==> config.mk <==
export PLATFORM = sky130hd
export DESIGN_NAME = timer_ch3_pin_c_io_control
export DESIGN_NICKNAME = d
export VERILOG_FILES = /design/src/hdl/timer_ch3_pkg.sv /design/src/hdl/pin_edge_sync.sv /design/src/hdl/timer_ch3_pin_c_io_control.sv
export SDC_FILE = /design/constraint.sdc
export NUM_CORES = 1
export LEC_CHECK = 0
export BUFFER_PORTS_ARGS = -buffer_cell sky130_fd_sc_hd__buf_2
export CELL_PAD_IN_SITES_DETAIL_PLACEMENT = 0
export CELL_PAD_IN_SITES_GLOBAL_PLACEMENT = 2
export CORE_UTILIZATION = 35
export DETAILED_ROUTE_END_ITERATION = 7
export GPL_TIMING_DRIVEN = 0
export PLACE_DENSITY_LB_ADDON = 0.1
export SLEW_MARGIN = 20
export SYNTH_ARGS = -nofsm -noshare
export SYNTH_HDL_FRONTEND = slang
export SYNTH_SLANG_ARGS = --single-unit
==> constraint.sdc <==
create_clock -name sys_clk_in -period 6.05 [get_ports sys_clk_in]
set_input_delay 0.605 -clock sys_clk_in [delete_from_list [all_inputs] [get_ports sys_clk_in]]
set_output_delay 0.605 -clock sys_clk_in [all_outputs]
set_load 0.05 [all_outputs]
==> src/hdl/timer_ch3_pkg.sv <==
// Package with register map, field layout and reset values of the block.
`default_nettype none
package timer_ch3_pkg;
  // ------------------------------------------------------------------
  // Register byte offsets on the Wishbone bus.
  // ------------------------------------------------------------------
  localparam logic [7:0] io_control_low_ch3_addr = 8'h00;
  localparam logic [7:0] timer_mode_register_ch3_addr = 8'h04;
  localparam logic [7:0] counter_ch3_addr = 8'h08;
  localparam logic [7:0] general_register_c_ch3_addr = 8'h0C;
  localparam logic [7:0] status_ch3_addr = 8'h10;
  localparam int addr_msb = 7;

  // ------------------------------------------------------------------
  // Field positions.
  // ------------------------------------------------------------------
  localparam int pin_function_select_bit3 = 3;
  localparam int pin_function_select_bit2 = 2;
  localparam int pin_function_select_bit1 = 1;
  localparam int pin_function_select_bit0 = 0;
  localparam int select_width = 4;
  localparam int buffer_mode_a_enable_pos = 0;
  localparam int counter_run_pos = 1;
  localparam int status_pin_level_pos = 0;
  localparam int status_compare_flag_pos = 1;
  localparam int status_capture_flag_pos = 2;

  // ------------------------------------------------------------------
  // Reset values and output action codes.
  // ------------------------------------------------------------------
  localparam logic [3:0] select_reset = 4'h0;
  localparam logic pin_reset = 1'b0;
  localparam logic [1:0] action_retain = 2'h0;
  localparam logic [1:0] action_low = 2'h1;
  localparam logic [1:0] action_high = 2'h2;
  localparam logic [1:0] action_toggle = 2'h3;
endpackage
`default_nettype wire

==> src/hdl/pin_edge_sync.sv <==
// Two-flop synchroniser with rising and falling edge detection for a pin.
`default_nettype none
module pin_edge_sync (
  input wire logic sys_clk_in,
  input wire logic sys_rst_in,
  input wire logic pin_in,
  output logic level_out,
  output logic rise_out,
  output logic fall_out
);
  logic meta;
  logic stable;
  logic last;

  // ------------------------------------------------------------------
  // Synchroniser; the first flop feeds only the second one.
  // ------------------------------------------------------------------
  always_ff @(posedge sys_clk_in or posedge sys_rst_in) begin
    if (sys_rst_in) begin
      meta <= 1'b0;
      stable <= 1'b0;
      last <= 1'b0;
    end else begin
      meta <= pin_in;
      stable <= meta;
      last <= stable;
    end
  end

  // Edges are taken between two settled samples, so glitches on the
  // metastable stage never reach the capture logic.
  assign level_out = stable;
  assign rise_out = stable & ~last;
  assign fall_out = ~stable & last;
endmodule
`default_nettype wire

==> src/hdl/timer_ch3_pin_c_io_control.sv <==
// Channel 3 general register C with capture/compare pin C control.
//
// Summary of operation
// - Select bit3 zero: compare mode; 0001/0101 drive 0 at match, initial 0/1.
// - Codes 0010/0110 drive 1 at match, initial level 0/1.
// - Codes 0011/0111 toggle at every match, initial level 0/1.
// - Bit3 one, low bits 00: capture on rising pin edge.
// - Bit3 one, low bits 01: capture on falling pin edge.
// - Bit3 one, bit1 one: capture on both pin edges.
// - After reset the pin drives 0 until the select field is written.
// - Buffer mode set: no capture and no compare action at all.
`default_nettype none
module timer_ch3_pin_c_io_control #(
  parameter int counter_width = 16
) (
  input wire logic sys_clk_in,
  input wire logic sys_rst_in,
  input wire logic wb_cyc_in,
  input wire logic wb_stb_in,
  input wire logic wb_we_in,
  input wire logic [7:0] wb_adr_in,
  input wire logic [3:0] wb_sel_in,
  input wire logic [31:0] wb_dat_in,
  output logic [31:0] wb_dat_out,
  output logic wb_ack_out,
  input wire logic capture_compare_pin_c_ch3_in,
  output logic capture_compare_pin_c_ch3_out,
  output logic capture_compare_pin_c_ch3_oe_out,
  output logic compare_match_out,
  output logic capture_strobe_out
);
  // ------------------------------------------------------------------
  // Parameter check.
  // ------------------------------------------------------------------
  if (counter_width < 2 || counter_width > 32) begin : g_bad_width
    $error("counter_width must lie between 2 and 32");
  end

  logic [3:0] pin_select;
  logic buffer_mode_a_enable;
  logic counter_run;
  logic [counter_width-1:0] counter;
  logic [counter_width-1:0] general_register_c_ch3;
  logic compare_flag;
  logic capture_flag;
  logic pin_level;
  logic pin_sync;
  logic pin_rise;
  logic pin_fall;
  logic bus_req;
  logic bus_write;
  logic compare_mode;
  logic match;
  logic capture;
  logic [31:0] next_rdata;

  // ------------------------------------------------------------------
  // Helpers.
  // ------------------------------------------------------------------
  // Pin level that a compare match produces for a given select code.
  function automatic logic match_level(input logic [3:0] sel,
                                       input logic now);
    logic [1:0] act;
    act = sel[timer_ch3_pkg::pin_function_select_bit1:
              timer_ch3_pkg::pin_function_select_bit0];
    case (act)
      timer_ch3_pkg::action_low: match_level = 1'b0;
      timer_ch3_pkg::action_high: match_level = 1'b1;
      timer_ch3_pkg::action_toggle: match_level = ~now;
      default: match_level = now;
    endcase
  endfunction

  // Merges write data into a register under the byte lane enables.
  function automatic logic [31:0] lane_merge(input logic [31:0] old,
                                             input logic [31:0] data,
                                             input logic [3:0] sel);
    logic [31:0] res;
    res = old;
    for (int i = 0; i < 4; i++) begin
      if (sel[i]) begin
        res[i*8 +: 8] = data[i*8 +: 8];
      end
    end
    lane_merge = res;
  endfunction

  // ------------------------------------------------------------------
  // Pin input synchroniser.
  // ------------------------------------------------------------------
  pin_edge_sync u_pin_sync (
    .sys_clk_in(sys_clk_in),
    .sys_rst_in(sys_rst_in),
    .pin_in(capture_compare_pin_c_ch3_in),
    .level_out(pin_sync),
    .rise_out(pin_rise),
    .fall_out(pin_fall)
  );

  // ------------------------------------------------------------------
  // Bus decode and event conditions.
  // ------------------------------------------------------------------
  // A write lands on the edge at which the master sees ack high.
  assign bus_req = wb_cyc_in & wb_stb_in;
  assign bus_write = bus_req & wb_we_in & wb_ack_out;
  assign compare_mode =
    ~pin_select[timer_ch3_pkg::pin_function_select_bit3];
  assign match = compare_mode & ~buffer_mode_a_enable & counter_run &
                 (counter == general_register_c_ch3);
  // Bit 1 set means both edges, otherwise bit 0 picks the edge.
  assign capture = ~compare_mode & ~buffer_mode_a_enable &
    (pin_select[timer_ch3_pkg::pin_function_select_bit1] ?
       (pin_rise | pin_fall) :
     pin_select[timer_ch3_pkg::pin_function_select_bit0] ?
       pin_fall :
     pin_rise);

  // ------------------------------------------------------------------
  // Register writes and mode control.
  // ------------------------------------------------------------------
  always_ff @(posedge sys_clk_in or posedge sys_rst_in) begin
    if (sys_rst_in) begin
      pin_select <= timer_ch3_pkg::select_reset;
      buffer_mode_a_enable <= 1'b0;
      counter_run <= 1'b0;
    end else if (bus_write && wb_sel_in[0]) begin
      if (wb_adr_in == timer_ch3_pkg::io_control_low_ch3_addr) begin
        pin_select <= wb_dat_in[timer_ch3_pkg::select_width-1:0];
      end
      if (wb_adr_in == timer_ch3_pkg::timer_mode_register_ch3_addr) begin
        buffer_mode_a_enable <=
          wb_dat_in[timer_ch3_pkg::buffer_mode_a_enable_pos];
        counter_run <= wb_dat_in[timer_ch3_pkg::counter_run_pos];
      end
    end
  end

  // ------------------------------------------------------------------
  // Channel counter; a software write wins over counting.
  // ------------------------------------------------------------------
  always_ff @(posedge sys_clk_in or posedge sys_rst_in) begin
    if (sys_rst_in) begin
      counter <= '0;
    end else if (bus_write &&
                 wb_adr_in == timer_ch3_pkg::counter_ch3_addr) begin
      counter <= counter_width'(lane_merge(32'(counter), wb_dat_in,
                                           wb_sel_in));
    end else if (counter_run) begin
      counter <= counter + 1'b1;
    end
  end

  // ------------------------------------------------------------------
  // General register; a capture wins over a software write so that a
  // pin event is never lost.
  // ------------------------------------------------------------------
  always_ff @(posedge sys_clk_in or posedge sys_rst_in) begin
    if (sys_rst_in) begin
      general_register_c_ch3 <= '0;
    end else if (capture) begin
      general_register_c_ch3 <= counter;
    end else if (bus_write &&
        wb_adr_in == timer_ch3_pkg::general_register_c_ch3_addr) begin
      general_register_c_ch3 <= counter_width'(lane_merge(
        32'(general_register_c_ch3), wb_dat_in, wb_sel_in));
    end
  end

  // ------------------------------------------------------------------
  // Pin output level. Writing a compare code with an action loads its
  // initial level; a match in the same cycle yields to that write.
  // ------------------------------------------------------------------
  always_ff @(posedge sys_clk_in or posedge sys_rst_in) begin
    if (sys_rst_in) begin
      pin_level <= timer_ch3_pkg::pin_reset;
    end else if (bus_write && wb_sel_in[0] &&
                 wb_adr_in == timer_ch3_pkg::io_control_low_ch3_addr) begin
      if (!wb_dat_in[timer_ch3_pkg::pin_function_select_bit3] &&
          wb_dat_in[timer_ch3_pkg::pin_function_select_bit1:
                    timer_ch3_pkg::pin_function_select_bit0]
            != timer_ch3_pkg::action_retain) begin
        pin_level <=
          wb_dat_in[timer_ch3_pkg::pin_function_select_bit2];
      end
    end else if (match) begin
      pin_level <= match_level(pin_select, pin_level);
    end
  end

  // ------------------------------------------------------------------
  // Pin drive and event pulses, all from flops.
  // ------------------------------------------------------------------
  always_ff @(posedge sys_clk_in or posedge sys_rst_in) begin
    if (sys_rst_in) begin
      capture_compare_pin_c_ch3_out <= timer_ch3_pkg::pin_reset;
      capture_compare_pin_c_ch3_oe_out <= 1'b1;
      compare_match_out <= 1'b0;
      capture_strobe_out <= 1'b0;
    end else begin
      capture_compare_pin_c_ch3_out <= pin_level;
      capture_compare_pin_c_ch3_oe_out <= compare_mode;
      compare_match_out <= match;
      capture_strobe_out <= capture;
    end
  end

  // ------------------------------------------------------------------
  // Sticky status flags; writing one clears, but a new event wins.
  // ------------------------------------------------------------------
  always_ff @(posedge sys_clk_in or posedge sys_rst_in) begin
    if (sys_rst_in) begin
      compare_flag <= 1'b0;
      capture_flag <= 1'b0;
    end else begin
      if (match) begin
        compare_flag <= 1'b1;
      end else if (bus_write && wb_sel_in[0] &&
                   wb_adr_in == timer_ch3_pkg::status_ch3_addr &&
                   wb_dat_in[timer_ch3_pkg::status_compare_flag_pos]) begin
        compare_flag <= 1'b0;
      end
      if (capture) begin
        capture_flag <= 1'b1;
      end else if (bus_write && wb_sel_in[0] &&
                   wb_adr_in == timer_ch3_pkg::status_ch3_addr &&
                   wb_dat_in[timer_ch3_pkg::status_capture_flag_pos]) begin
        capture_flag <= 1'b0;
      end
    end
  end

  // ------------------------------------------------------------------
  // Read mux; unmapped addresses read zero and are still acknowledged.
  // ------------------------------------------------------------------
  always_comb begin
    next_rdata = 32'h0000_0000;
    case (wb_adr_in)
      timer_ch3_pkg::io_control_low_ch3_addr:
        next_rdata[timer_ch3_pkg::select_width-1:0] = pin_select;
      timer_ch3_pkg::timer_mode_register_ch3_addr: begin
        next_rdata[timer_ch3_pkg::buffer_mode_a_enable_pos] =
          buffer_mode_a_enable;
        next_rdata[timer_ch3_pkg::counter_run_pos] = counter_run;
      end
      timer_ch3_pkg::counter_ch3_addr:
        next_rdata = 32'(counter);
      timer_ch3_pkg::general_register_c_ch3_addr:
        next_rdata = 32'(general_register_c_ch3);
      timer_ch3_pkg::status_ch3_addr: begin
        next_rdata[timer_ch3_pkg::status_pin_level_pos] = pin_sync;
        next_rdata[timer_ch3_pkg::status_compare_flag_pos] = compare_flag;
        next_rdata[timer_ch3_pkg::status_capture_flag_pos] = capture_flag;
      end
      default: next_rdata = 32'h0000_0000;
    endcase
  end

  // ------------------------------------------------------------------
  // Wishbone answer: ack one cycle after the request, dropped after one.
  // ------------------------------------------------------------------
  always_ff @(posedge sys_clk_in or posedge sys_rst_in) begin
    if (sys_rst_in) begin
      wb_ack_out <= 1'b0;
      wb_dat_out <= 32'h0000_0000;
    end else begin
      wb_ack_out <= bus_req & ~wb_ack_out;
      if (bus_req && !wb_ack_out) begin
        wb_dat_out <= next_rdata;
      end
    end
  end
endmodule
`default_nettype wire

======== After elaboration in Yosys (flattened, before gate mapping) ========
Index checks and enable logic that the tools add are counted.
word-level totals
  input port bits ......................... 50
  flip-flop bits (word level) ............. 81
  logic and storage cells ................. 97
  output and inout bits ................... 37
cells by class
  bitwise gates (word level) .............. 18
  add/sub/neg operators ................... 1
  mux-type cells .......................... 20
  equality and inequality tests ........... 11
  reductions and logical operators ........ 28
operators with widths
  cell                                                 number
  two-way mux 16 bit                                   4
  case mux 12 bit (2 select lines)                     1
  adder 16 x 1 -> 16 bit, second input constant        1
  equality test 16 bit                                 1
  equality test 8 x 4 -> 1 bit, second input constant  2
  two-way mux 8 bit                                    2
  nonzero test 2 bit                                   8
  AND reduction 2 bit                                  6
  bitwise AND 1 bit                                    11
  case mux 2 bit (5 select lines)                      1
  logical AND 1 bit                                    9
  two-way mux 1 bit                                    9
  equality test 8 x 3 -> 1 bit, second input constant  1
  equality test 8 x 5 -> 1 bit, second input constant  1
  zero test 8 bit                                      1
  inverter 1 bit                                       6
  case mux 1 bit (3 select lines)                      2
  equality test 2 bit, second input constant           2
  inequality test 2 bit, second input constant         2
  case mux 1 bit (4 select lines)                      1
  nonzero test 4 bit                                   1
  AND reduction 3 bit                                  1
  equality test 2 x 1 -> 1 bit, second input constant  1
  zero test 1 bit                                      2
  other kinds (2)                                      2

======== Depth between registers and ports, before layout ========
Gate-level depths: netlist of run 1.
  depth in word-level cells ............... 8
  mapped depth ............................ 9
  gate-level depth less buffers ........... 8

======== Hierarchy ========
Synthesis of run 1 repeated with hierarchy kept, for this count alone.
second synthesis, totals
  cell total of the unflattened synthesis .. 415
  area, all modules ....................... 3711.1 µm²
by module, submodules not included
  module                      area an instance (µm²)  cells an instance  instances  sequential area each (µm²)
  timer_ch3_pin_c_io_control  3617.2                  409                1          1552.7
  pin_edge_sync               93.8                    6                  1          75.1

======== Worst setup path before layout of run 1 ========
No wires, ideal clock.
  path kind ............................... in2reg
  start ................................... input port wb_adr_in[4]
  end ..................................... register counter[3]
  required time ........................... 5.927 ns
  stages .................................. 6
  path buffers ............................ 2
  setup slack ............................. 3.891 ns
  arrival time ............................ 2.036 ns
  library setup time ...................... 0.123 ns
  path through ............................ buf_2 -> or3_4 -> nor4_4 -> buf_6 -> nand2_2 -> o221a_1
on the way
  longest elaborated chain between the ends .. 4
  elaborated cells on any way between the ends .. 6
  classes of those cells .................. 2 x eq/ne; 1 x mux; 3 x reduce/logical
RTL lines
  what                                                                          RTL line                           source
  from (decl)                                                                   timer_ch3_pin_c_io_control.sv:21   input wire logic [7:0] wb_adr_in,
  equality test 8 x 4 -> 1 bit *                                                timer_ch3_pin_c_io_control.sv:145  wb_adr_in == timer_ch3_pkg::counter_ch3_addr) begin
  logical AND 1 bit *                                                           timer_ch3_pin_c_io_control.sv:144  end else if (bus_write &&
  inequality test 2 bit (no source line) or nonzero test 2 bit (tied branches)  -
  AND reduction 2 bit (no source line)                                          -
  to (signal assigned)                                                          timer_ch3_pin_c_io_control.sv:146  counter <= counter_width'(lane_merge(32'(counter), wb_dat_in,
  to (signal assigned)                                                          timer_ch3_pin_c_io_control.sv:149  counter <= counter + 1'b1;
  to (decl)                                                                     timer_ch3_pin_c_io_control.sv:42   logic [counter_width-1:0] counter;
Every way passes the cells marked *; elsewhere a longest branch is shown, timed or not.
A chain may end at the register's enable or synchronous reset.

======== Worst setup path after layout of run 1 ========
  start ................................... register u_pin_sync.stable, in the netlist u_pin_sync.level_out
  end ..................................... register general_register_c_ch3[8]
on the way
  longest elaborated chain between the ends .. 7
  elaborated cells on any way between the ends .. 11
  classes of those cells .................. 3 x mux; 5 x bitwise; 3 x reduce/logical
RTL lines
  what                                           RTL line                                                              source
  from (decl)                                    pin_edge_sync.sv:12                                                   logic stable;
  from (signal assigned)                         pin_edge_sync.sv:25                                                   stable <= meta;
  inverter 1 bit                                 pin_edge_sync.sv:34                                                   assign fall_out = ~stable & last;
  bitwise AND 1 bit                              pin_edge_sync.sv:34
  two-way mux 1 bit or OR 1 bit (tied branches)  timer_ch3_pin_c_io_control.sv:114, timer_ch3_pin_c_io_control.sv:113
  two-way mux 1 bit *                            timer_ch3_pin_c_io_control.sv:112                                     (pin_select[timer_ch3_pkg::pin_function_select_bit1] ?
  bitwise AND 1 bit *                            timer_ch3_pin_c_io_control.sv:111                                     assign capture = ~compare_mode & ~buffer_mode_a_enable &
  nonzero test 2 bit (no source line)            -
  AND reduction 2 bit (no source line)           -
  to (signal assigned)                           timer_ch3_pin_c_io_control.sv:161                                     general_register_c_ch3 <= counter;
  to (signal assigned)                           timer_ch3_pin_c_io_control.sv:164                                     general_register_c_ch3 <= counter_width'(lane_merge(
  to (decl)                                      timer_ch3_pin_c_io_control.sv:43                                      logic [counter_width-1:0] general_register_c_ch3;
Marked as above.

==> results.cfg, run 1 <==
[run_status]
status = complete, no violations

[critical_path]
worstPathRequired_ps = 6280
path_cells = inv_1, ha_1, mux2_2, o2111ai_4, clkbuf_1, nor2_1, a21oi_1, o21ai_1
critPathSlowestCell = clkbuf_1
startpoint_type = flip-flop
critical_path_buf_inv_count = 2
path_max_fanout = 10
crit_type = flip-flop to flip-flop
crit_family = compound AO/OA/AOI/OAI gates
cp_data_arrival_time_ps = 2580
end_kind = flip-flop
critPathMaxStageDelay_ps = 490

[global_routing]
grt_pass1_vias = 2993
antenna_found_initial = 0
globalRouteOverflowTotal = 0
grt_max_degree = 34
grt_usage = 0.198
grt_pass1_wl_um = 16400

[pwr]
powerDensity_mw_per_mm2 = 208
power.share.clock = 0.421
peakVddDrop_mv = 0.0787
seq_power_share = 0.482
p_comb_frac = 0.098
p_leak_nw = 2.05
p_switching_mw = 0.239
intPower_mw = 0.675
power.share.switching = 0.262

[cells_and_area]
drive_gt1_frac = 0.228
stdcell_count = 618
areaGrowthSynthToFinish_pct = 18.9
nFillCells = 1072
nets = 532
diodes = 0

[sta]
report.final.hold_viol_count = 0
finalCritPeriodShare = 0.388
fmax_mhz = 426
fin_crit_ps = 2350
hold_slack_ps = 262
worst_pin_slew_ps = 567
setup_viol = 0
rsz0062_at_grt = false
worst_slack_ps = 3700
setup_tns_ps = 0
max-slew-margin-rel = 0.620
slew_viol_final = 0
clock_skew_ps = 11.6

[hold_path]
hold_class = input pin to async pin

[floorplanning]
num_rows = 37
dieArea_mm2 = 0.0110
pin_count = 87
dieHeight_um = 105
fp.coreArea_mm2 = 0.0103
start_util = 0.360
die_w_um = 105

[yosys]
synth_area_per_cell_um2 = 9.23
synthesis.area_mm2 = 0.00370
ys_ff_latch = 65
async_reset_ff_frac = 1.00
synth_ff_type = dfrtp_1
synth-edff-count = 0
ys.warnings.count = 0
seq_area_frac_synth = 0.440
netlist_instances = 401
yosys.cell_types.count = 59

[placed_design]
port_buffers = 49
place_inst = 602
place_hpwl_um = 7680
dpl_worst_slack_ps = 3490
gp_congestion = 0.793

[clock_network]
clock_sinks = 65
clk_latency_ps = 350
htreeDepth = 3
cts_tree = built
postCtsResizedCells = 0
clk_pin_slew_ps = 70
postCtsSetupRepairBufs = 0
clock_path_buffers = 2
numCtsBuffers = 9
cts_hold_buf = 0
clock-root-buffer = clkbuf_8

[route]
wl_um = 10000
route.detailed.wl_per_inst_um = 16.2
drt-pass1-iter-count = 4
antenna_left = 0
viasPerCell = 4.96
drc = 0
drt_iter0_markers = 152
dr_total_vias = 3067

[flow_run]
maxCapViolations = 0
==> through the flow <==
| stage | utilization | instance area [µm²] | power (mW) |
|---|---|---|---|
| finish | 0.428 | 4400 | 0.915 |
| global route | 0.428 | 4400 | 0.957 |
| CTS | 0.428 | 4400 | 0.927 |
| detailed placement | 0.408 | 4190 | 0.539 |
| global placement | 0.406 | 4170 | 0.537 |
| floorplan | - | 3760 | 0.510 |
==> placed cells by master, fill, tap and decap left out, drive strengths merged, types with 2 or more instances in the layout <==
cell type  instances
mux2               5
inv               15
a31oi             11
nor3              12
clkbuf            25
nand4             11
o221a              5
o21ai             30
nor2b              3
a22oi             12
a211oi             5
or3                3
dfrtp             64
and2               2
nand3             10
xnor2             11
mux2i             12
clkinv             4
and4               2
nor4               4
a21oi             13
buf               72
conb              16
xor2               5
and3               9
o2111ai            2
nand2             66
ha                 5
nor2              28
a221o              2
mux4               2
==> registers in the layout, summed over array words and instances, names as in the netlist <==
signal	cells
pin_level	1
wb_ack_out	1
capture_compare_pin_c_ch3_out	1
buffer_mode_a_enable	1
counter	16
u_pin_sync.level_out	1
u_pin_sync.meta	1
pin_select	4
compare_flag	1
wb_dat_out	16
capture_compare_pin_c_ch3_oe_out	1
compare_match_out	1
capture_strobe_out	1
counter_run	1
u_pin_sync.last	1
general_register_c_ch3	16
capture_flag	1
==> power by group through the flow <==
stage / clock, mW / combinational [mW] / sequential [mW]
4_1_cts: 0.396 / 0.0906 / 0.440
3_5_place_dp: 0 / 0.0901 / 0.449
2_1_floorplan: 0 / 0.0583 / 0.451
5_1_grt: 0.419 / 0.0972 / 0.441
3_3_place_gp: 0 / 0.0884 / 0.449
6_report: 0.385 / 0.0892 / 0.440
==> cell families after synthesis <==
kind of cell	after synthesis	synth area share
other	1	0.00101
XOR/XNOR	16	0.0379
AO/OA/AOI/OAI	88	0.162
adder cells (fa/ha/maj)	5	0.0169
multiplexers	19	0.0599
buffers and inverters	51	0.0720
AND/OR/NAND/NOR	156	0.210
flip-flops	65	0.440
==> worst register-to-register path: stages, from the launching register on <==
cell       delay (ps)
dfrtp_1           400
inv_1              60
ha_1              180
mux2_2            290
o2111ai_4         370
clkbuf_1          490
nor2_1             80
a21oi_1           270
o21ai_1            90
==> Yosys cell counts (2+ instances only) <==
master,count,area share
a221o_1,2,0.0054
dfrtp_1,64,0.43
a31oi_1,10,0.017
clkbuf_1,13,0.013
nand2_1,64,0.065
nand4_1,11,0.019
mux4_2,2,0.012
and4_1,2,0.0047
xor2_1,5,0.012
mux2_2,4,0.012
or3_1,2,0.0034
ha_1,5,0.017
nor3_1,10,0.014
buf_2,5,0.0068
nor4_1,3,0.0051
nand2_2,2,0.0034
mux2i_1,12,0.032
nand3_1,10,0.014
buf_4,16,0.032
o21ai_0,21,0.028
o21ai_1,9,0.012
a22oi_1,12,0.024
nor2_1,28,0.028
and3_1,9,0.015
inv_1,14,0.014
a21oi_1,13,0.018
xnor2_1,11,0.026
nor2b_1,3,0.0051
a211oi_1,5,0.010
o221a_1,5,0.015
==> area by class of cell <==
type | count | area (µm²) | area share
multi-input cells | 300 | 1860 | 0.423
flip-flops and latches | 65 | 1630 | 0.370
plain buffers | 36 | 210 | 0.0478
inverters | 15 | 58.8 | 0.0134
well taps | 136 | 170 | 0.0387
clock buffers | 11 | 151 | 0.0344
clock inverters | 5 | 53.8 | 0.0122
repair buffers | 50 | 265 | 0.0603
==> routing by layer <==
| metal | global-route usage | up-vias | wire [µm] |
|---|---|---|---|
| met5 | 0 | - | 0 |
| met3 | 0.0287 | 13 | 504 |
| met2 | 0.286 | 77 | 4180 |
| li1 | - | 1556 | - |
| met1 | 0.288 | 1421 | 5110 |
| met4 | 0.0946 | 0 | 211 |
==> final timing paths <==
check	start	endpoint	slack, ps	depth (start not counted)
min in group sys_clk_in	u_pin_sync.meta	u_pin_sync.level_out	360	0
hold / removal	sys_rst_in	wb_dat_out[15]	260	2
max in group asynchronous	sys_rst_in	capture_compare_pin_c_ch3_oe_out	5190	3
setup / recovery	u_pin_sync.level_out	general_register_c_ch3[8]	3700	8
setup reg to reg	u_pin_sync.level_out	general_register_c_ch3[8]	3700	8
hold reg to reg	u_pin_sync.meta	u_pin_sync.level_out	360	0
Power figures use the tool's default switching activity.
==> inputs of run 2 (changes only) <==
Settings changed: CORE_UTILIZATION 35 to 32.
Clock period 6.05 ns to 2.24 ns, I/O delays scaled along.
==> results.cfg, run 2 (synthesis gave the netlist of run 1 again) <==
[critical_path]
cp_data_arrival_time_ps = 2370
critPathMaxStageDelay_ps = 390
worstPathRequired_ps = 2440
path_cells = inv_1, ha_1, mux2_2, o2111ai_4, clkbuf_2, nor2_1, a21oi_1, o21ai_1
path_max_fanout = 10
end_kind = flip-flop
startpoint_type = flip-flop
crit_type = flip-flop to flip-flop
critPathSlowestCell = dfrtp_1

[cells_and_area]
nFillCells = 1152
diodes = 0
layout_common_cells = nand2_1 (64), dfrtp_1 (64), buf_2 (53), nor2_1 (28), o21ai_0 (21)
fin_util = 0.414
register_area_mm2 = 0.00163
largestRegisters = counter (16), general_register_c_ch3 (16), wb_dat_out (16)
drive_gt1_frac = 0.229
multi_input_area_mm2 = 0.00188
areaGrowthSynthToFinish_pct = 23.3
nets = 535
final_cell_area_mm2 = 0.00456
stdcell_count = 624

[floorplanning]
dieArea_mm2 = 0.0120
pin_count = 87
num_rows = 38
dieHeight_um = 110
die_w_um = 110
fp.coreArea_mm2 = 0.0110
start_util = 0.335

[sta]
hold_slack_ps = 161
finalCritPeriodShare = 0.967
setup_tns_ps = 0
worst_pin_slew_ps = 590
setup_viol = 0
worst_slack_ps = 73.7
slew_viol_final = 0
clock_skew_ps = 4.61
max-slew-margin-rel = 0.605
rsz0062_at_grt = false
report.final.hold_viol_count = 0
fmax_mhz = 462
fin_crit_ps = 2170

[placed_design]
place_inst = 606
dpl_worst_slack_ps = -123
port_buffers = 49
placed_area_mm2 = 0.00420
place_hpwl_um = 7930
gp_congestion = 0.787

[flow_run]
maxCapViolations = 0

[route]
wl_um = 10500
viasPerCell = 4.98
drt_iter0_markers = 192
antenna_left = 0
drc = 0
drt-pass1-iter-count = 4
dr_total_vias = 3109
route.detailed.wl_per_inst_um = 16.8

[hold_path]
hold_class = input pin to flip-flop

[clock_network]
clock_sinks = 65
clk_latency_ps = 330
clock-root-buffer = clkbuf_16
clk_pin_slew_ps = 50
cts_tree = built
clock_path_buffers = 2
htreeDepth = 3
numCtsBuffers = 9

[global_routing]
antenna_found_initial = 0
grt_max_degree = 35
grt_pass1_vias = 3055
grt_pass1_wl_um = 16700
globalRouteOverflowTotal = 0
grt_usage = 0.190

[pwr]
peakVddDrop_mv = 0.327
seq_power_share = 0.409
powerDensity_mw_per_mm2 = 638
power.share.switching = 0.234
p_leak_nw = 2.11
p_switching_mw = 0.680
p_comb_frac = 0.085
power.share.clock = 0.506
totalPowerFinal_mw = 2.91
intPower_mw = 2.23

[run_status]
status = complete, no violations
## run 2: changes by cell type in the layout (fill, tap and decap cells not counted), moves of 2 or more
cell           before  now
buf_4              16   18
dlygate4sd3_1       0    2
clkbuf_8           11    4
clkbuf_16           0    9
clkinv_2            3    1
## run 2: critical path: cells and delay by family, from the launching register on
family          cells  cell delay [ps]
fa+ha+maj           1              190
simple gates        1               70
flops               1              390
buf+inv             2              400
mux                 1              290
compound gates      3              710
## run 2: final cells by class
class                      instances  share of cell area
clock buffer                      13              0.0614
inverter                          15              0.0129
tap                              140              0.0384
clock inverter                     2             0.00768
sequential                        65               0.357
buffer                            36              0.0469
timing repair buffer              53              0.0642
multi-input combinational        300               0.412
## run 2: path summary, 6_finish.rpt
| kind | from | endpoint | slack, ps | cells past startpoint |
|---|---|---|---|---|
| max | u_pin_sync.level_out | general_register_c_ch3[8] | 70 | 8 |
| min | wb_dat_in[7] | counter[7] | 160 | 3 |
| max reg2reg | u_pin_sync.level_out | general_register_c_ch3[8] | 70 | 8 |
| min reg2reg | u_pin_sync.meta | u_pin_sync.level_out | 360 | 0 |
| max in group asynchronous | sys_rst_in | capture_compare_pin_c_ch3_oe_out | 1200 | 4 |
| min in group asynchronous | sys_rst_in | wb_dat_out[14] | 450 | 3 |
## run 2: power groups by stage
stage | combinational [mW] | clock [mW] | sequential, mW
6_report | 0.247 | 1.47 | 1.19
3_5_place_dp | 0.245 | 0 | 1.21
2_1_floorplan | 0.157 | 0 | 1.22
5_1_grt | 0.271 | 1.56 | 1.19
3_3_place_gp | 0.240 | 0 | 1.21
4_1_cts | 0.249 | 1.50 | 1.19
## run 2: per-layer routing
metal | vias to the layer above | share of wire | track usage
li1 | 1565 | - | -
met1 | 1474 | 0.50 | 0.273
met2 | 58 | 0.44 | 0.288
met3 | 12 | 0.038 | 0.0273
met4 | 0 | 0.016 | 0.0752
met5 | - | 0 | 0
## run 2: what timing repair did
action	CTS	global route
hold buffers	2	0
cloned	0	0
pin swaps	1	0
resized for setup	2	3
setup endpoints to repair	8	9
endpoints found under the hold margin	32	0
setup buffers	1	0
==> inputs of run 3 (changes only) <==
Settings changed: MAX_ROUTING_LAYER from default to met4.
==> results.cfg, run 3 (synthesis gave the netlist of run 1 again) <==
[global_routing]
antenna_found_initial = 0
grt_pass1_wl_um = 16700
globalRouteOverflowTotal = 0
grt_pass1_vias = 3047
grt_usage = 0.196
grt_max_degree = 35

[critical_path]
worstPathRequired_ps = 2440
crit_type = flip-flop to flip-flop
rr_worst_depth = 8
startpoint_type = flip-flop
end_kind = flip-flop
cp_data_arrival_time_ps = 2360
path_max_fanout = 10

[sta]
finalCritPeriodShare = 0.962
setup_tns_ps = 0
clock_skew_ps = 9.16
max-slew-margin-rel = 0.600
fmax_mhz = 464
worst_pin_slew_ps = 596
rsz0062_at_grt = false
setup_viol = 0
report.final.hold_viol_count = 0
slew_viol_final = 0
fin_crit_ps = 2150
worst_slack_ps = 85.5

[pwr]
totalPowerFinal_mw = 2.91
powerDensity_mw_per_mm2 = 638
p_leak_nw = 2.11
peakVddDrop_mv = 0.327

[cells_and_area]
largestRegisters = counter (16), general_register_c_ch3 (16), wb_dat_out (16)
diodes = 0
nets = 535
drive_gt1_frac = 0.229
stdcell_count = 624
areaGrowthSynthToFinish_pct = 23.3
fin_util = 0.414
layout_common_cells = nand2_1 (64), dfrtp_1 (64), buf_2 (53), nor2_1 (28), o21ai_0 (21)

[floorplanning]
pin_count = 87
num_rows = 38
dieHeight_um = 110
die_w_um = 110
fp.coreArea_mm2 = 0.0110
dieArea_mm2 = 0.0120
start_util = 0.335

[clock_network]
clock_sinks = 65
numCtsBuffers = 9
cts_tree = built
clk_latency_ps = 330
clock_path_buffers = 2
htreeDepth = 3
clk_pin_slew_ps = 60
clock-root-buffer = clkbuf_16

[run_status]
status = complete, no violations

[route]
dr_total_vias = 3104
viasPerCell = 4.97
drt-pass1-iter-count = 4
route.detailed.wl_per_inst_um = 16.7
wl_um = 10400
drt_iter0_markers = 188
antenna_left = 0
drc = 0

[hold_path]
hold_class = input pin to flip-flop
hold_path_depth = 2

[flow_run]
maxCapViolations = 0

[placed_design]
place_hpwl_um = 7930
gp_congestion = 0.798
port_buffers = 49
place_inst = 606
dpl_worst_slack_ps = -123
run 3: cell counts in the layout (fill, tap and decap cells not counted):
No cell type changed its count.
run 3: layer usage:
metal | wire length [µm] | track usage
met3 | 456 | 0.0255
met4 | 83 | 0.0752
met5 | 0 | -
met2 | 4570 | 0.287
met1 | 5330 | 0.274
run 3: worst max-delay path: stages (launching register included):
cell and delay (ps):
dfrtp_1 390, inv_1 60, ha_1 190, mux2_2 290
o2111ai_4 300, clkbuf_2 330, nor2_1 70, a21oi_1 290
o21ai_1 110
run 3: repair_timing:
action	4_1_cts	5_1_grt
hold buffers	2	0
setup endpoints to repair	8	10
hold endpoints to repair	32	0
buffers inserted	1	0
pin swaps	1	0
gates resized for setup	2	3
run 3: layout make-up:
type	count	area (µm²)
buffer	36	214
clock buffer	13	280
clock inverter	2	35.0
fill	1152	6470
inverter	15	58.8
multi-input combinational	300	1880
sequential	65	1630
tap	140	175
timing repair buffer	53	293
run 3: path summary, 6_finish.rpt:
kind | start | to | slack [ps]
worst max-delay path | u_pin_sync.level_out | general_register_c_ch3[8] | 90
worst min-delay path | wb_dat_in[5] | counter[5] | 160
worst max register to register | u_pin_sync.level_out | general_register_c_ch3[8] | 90
worst min register to register | u_pin_sync.meta | u_pin_sync.level_out | 360
max in group asynchronous | sys_rst_in | capture_compare_pin_c_ch3_oe_out | 1190
min in group asynchronous | sys_rst_in | wb_dat_out[14] | 450
run 3: per-stage QoR:
stage               hold slack, ps  area [µm²]
detailed placement             264        4200
finish                         161        4560
global route                   180        4560
CTS                            149        4550
global placement               332        4180
floorplan                      255        3760
run 3: report_power, final:
group	switching, mW	leakage (nW)	internal [mW]
Combinational	0.172	1.15	0.0740
Sequential	0.00840	0.803	1.18
Clock	0.497	0.158	0.974
Total	0.677	2.11	2.23
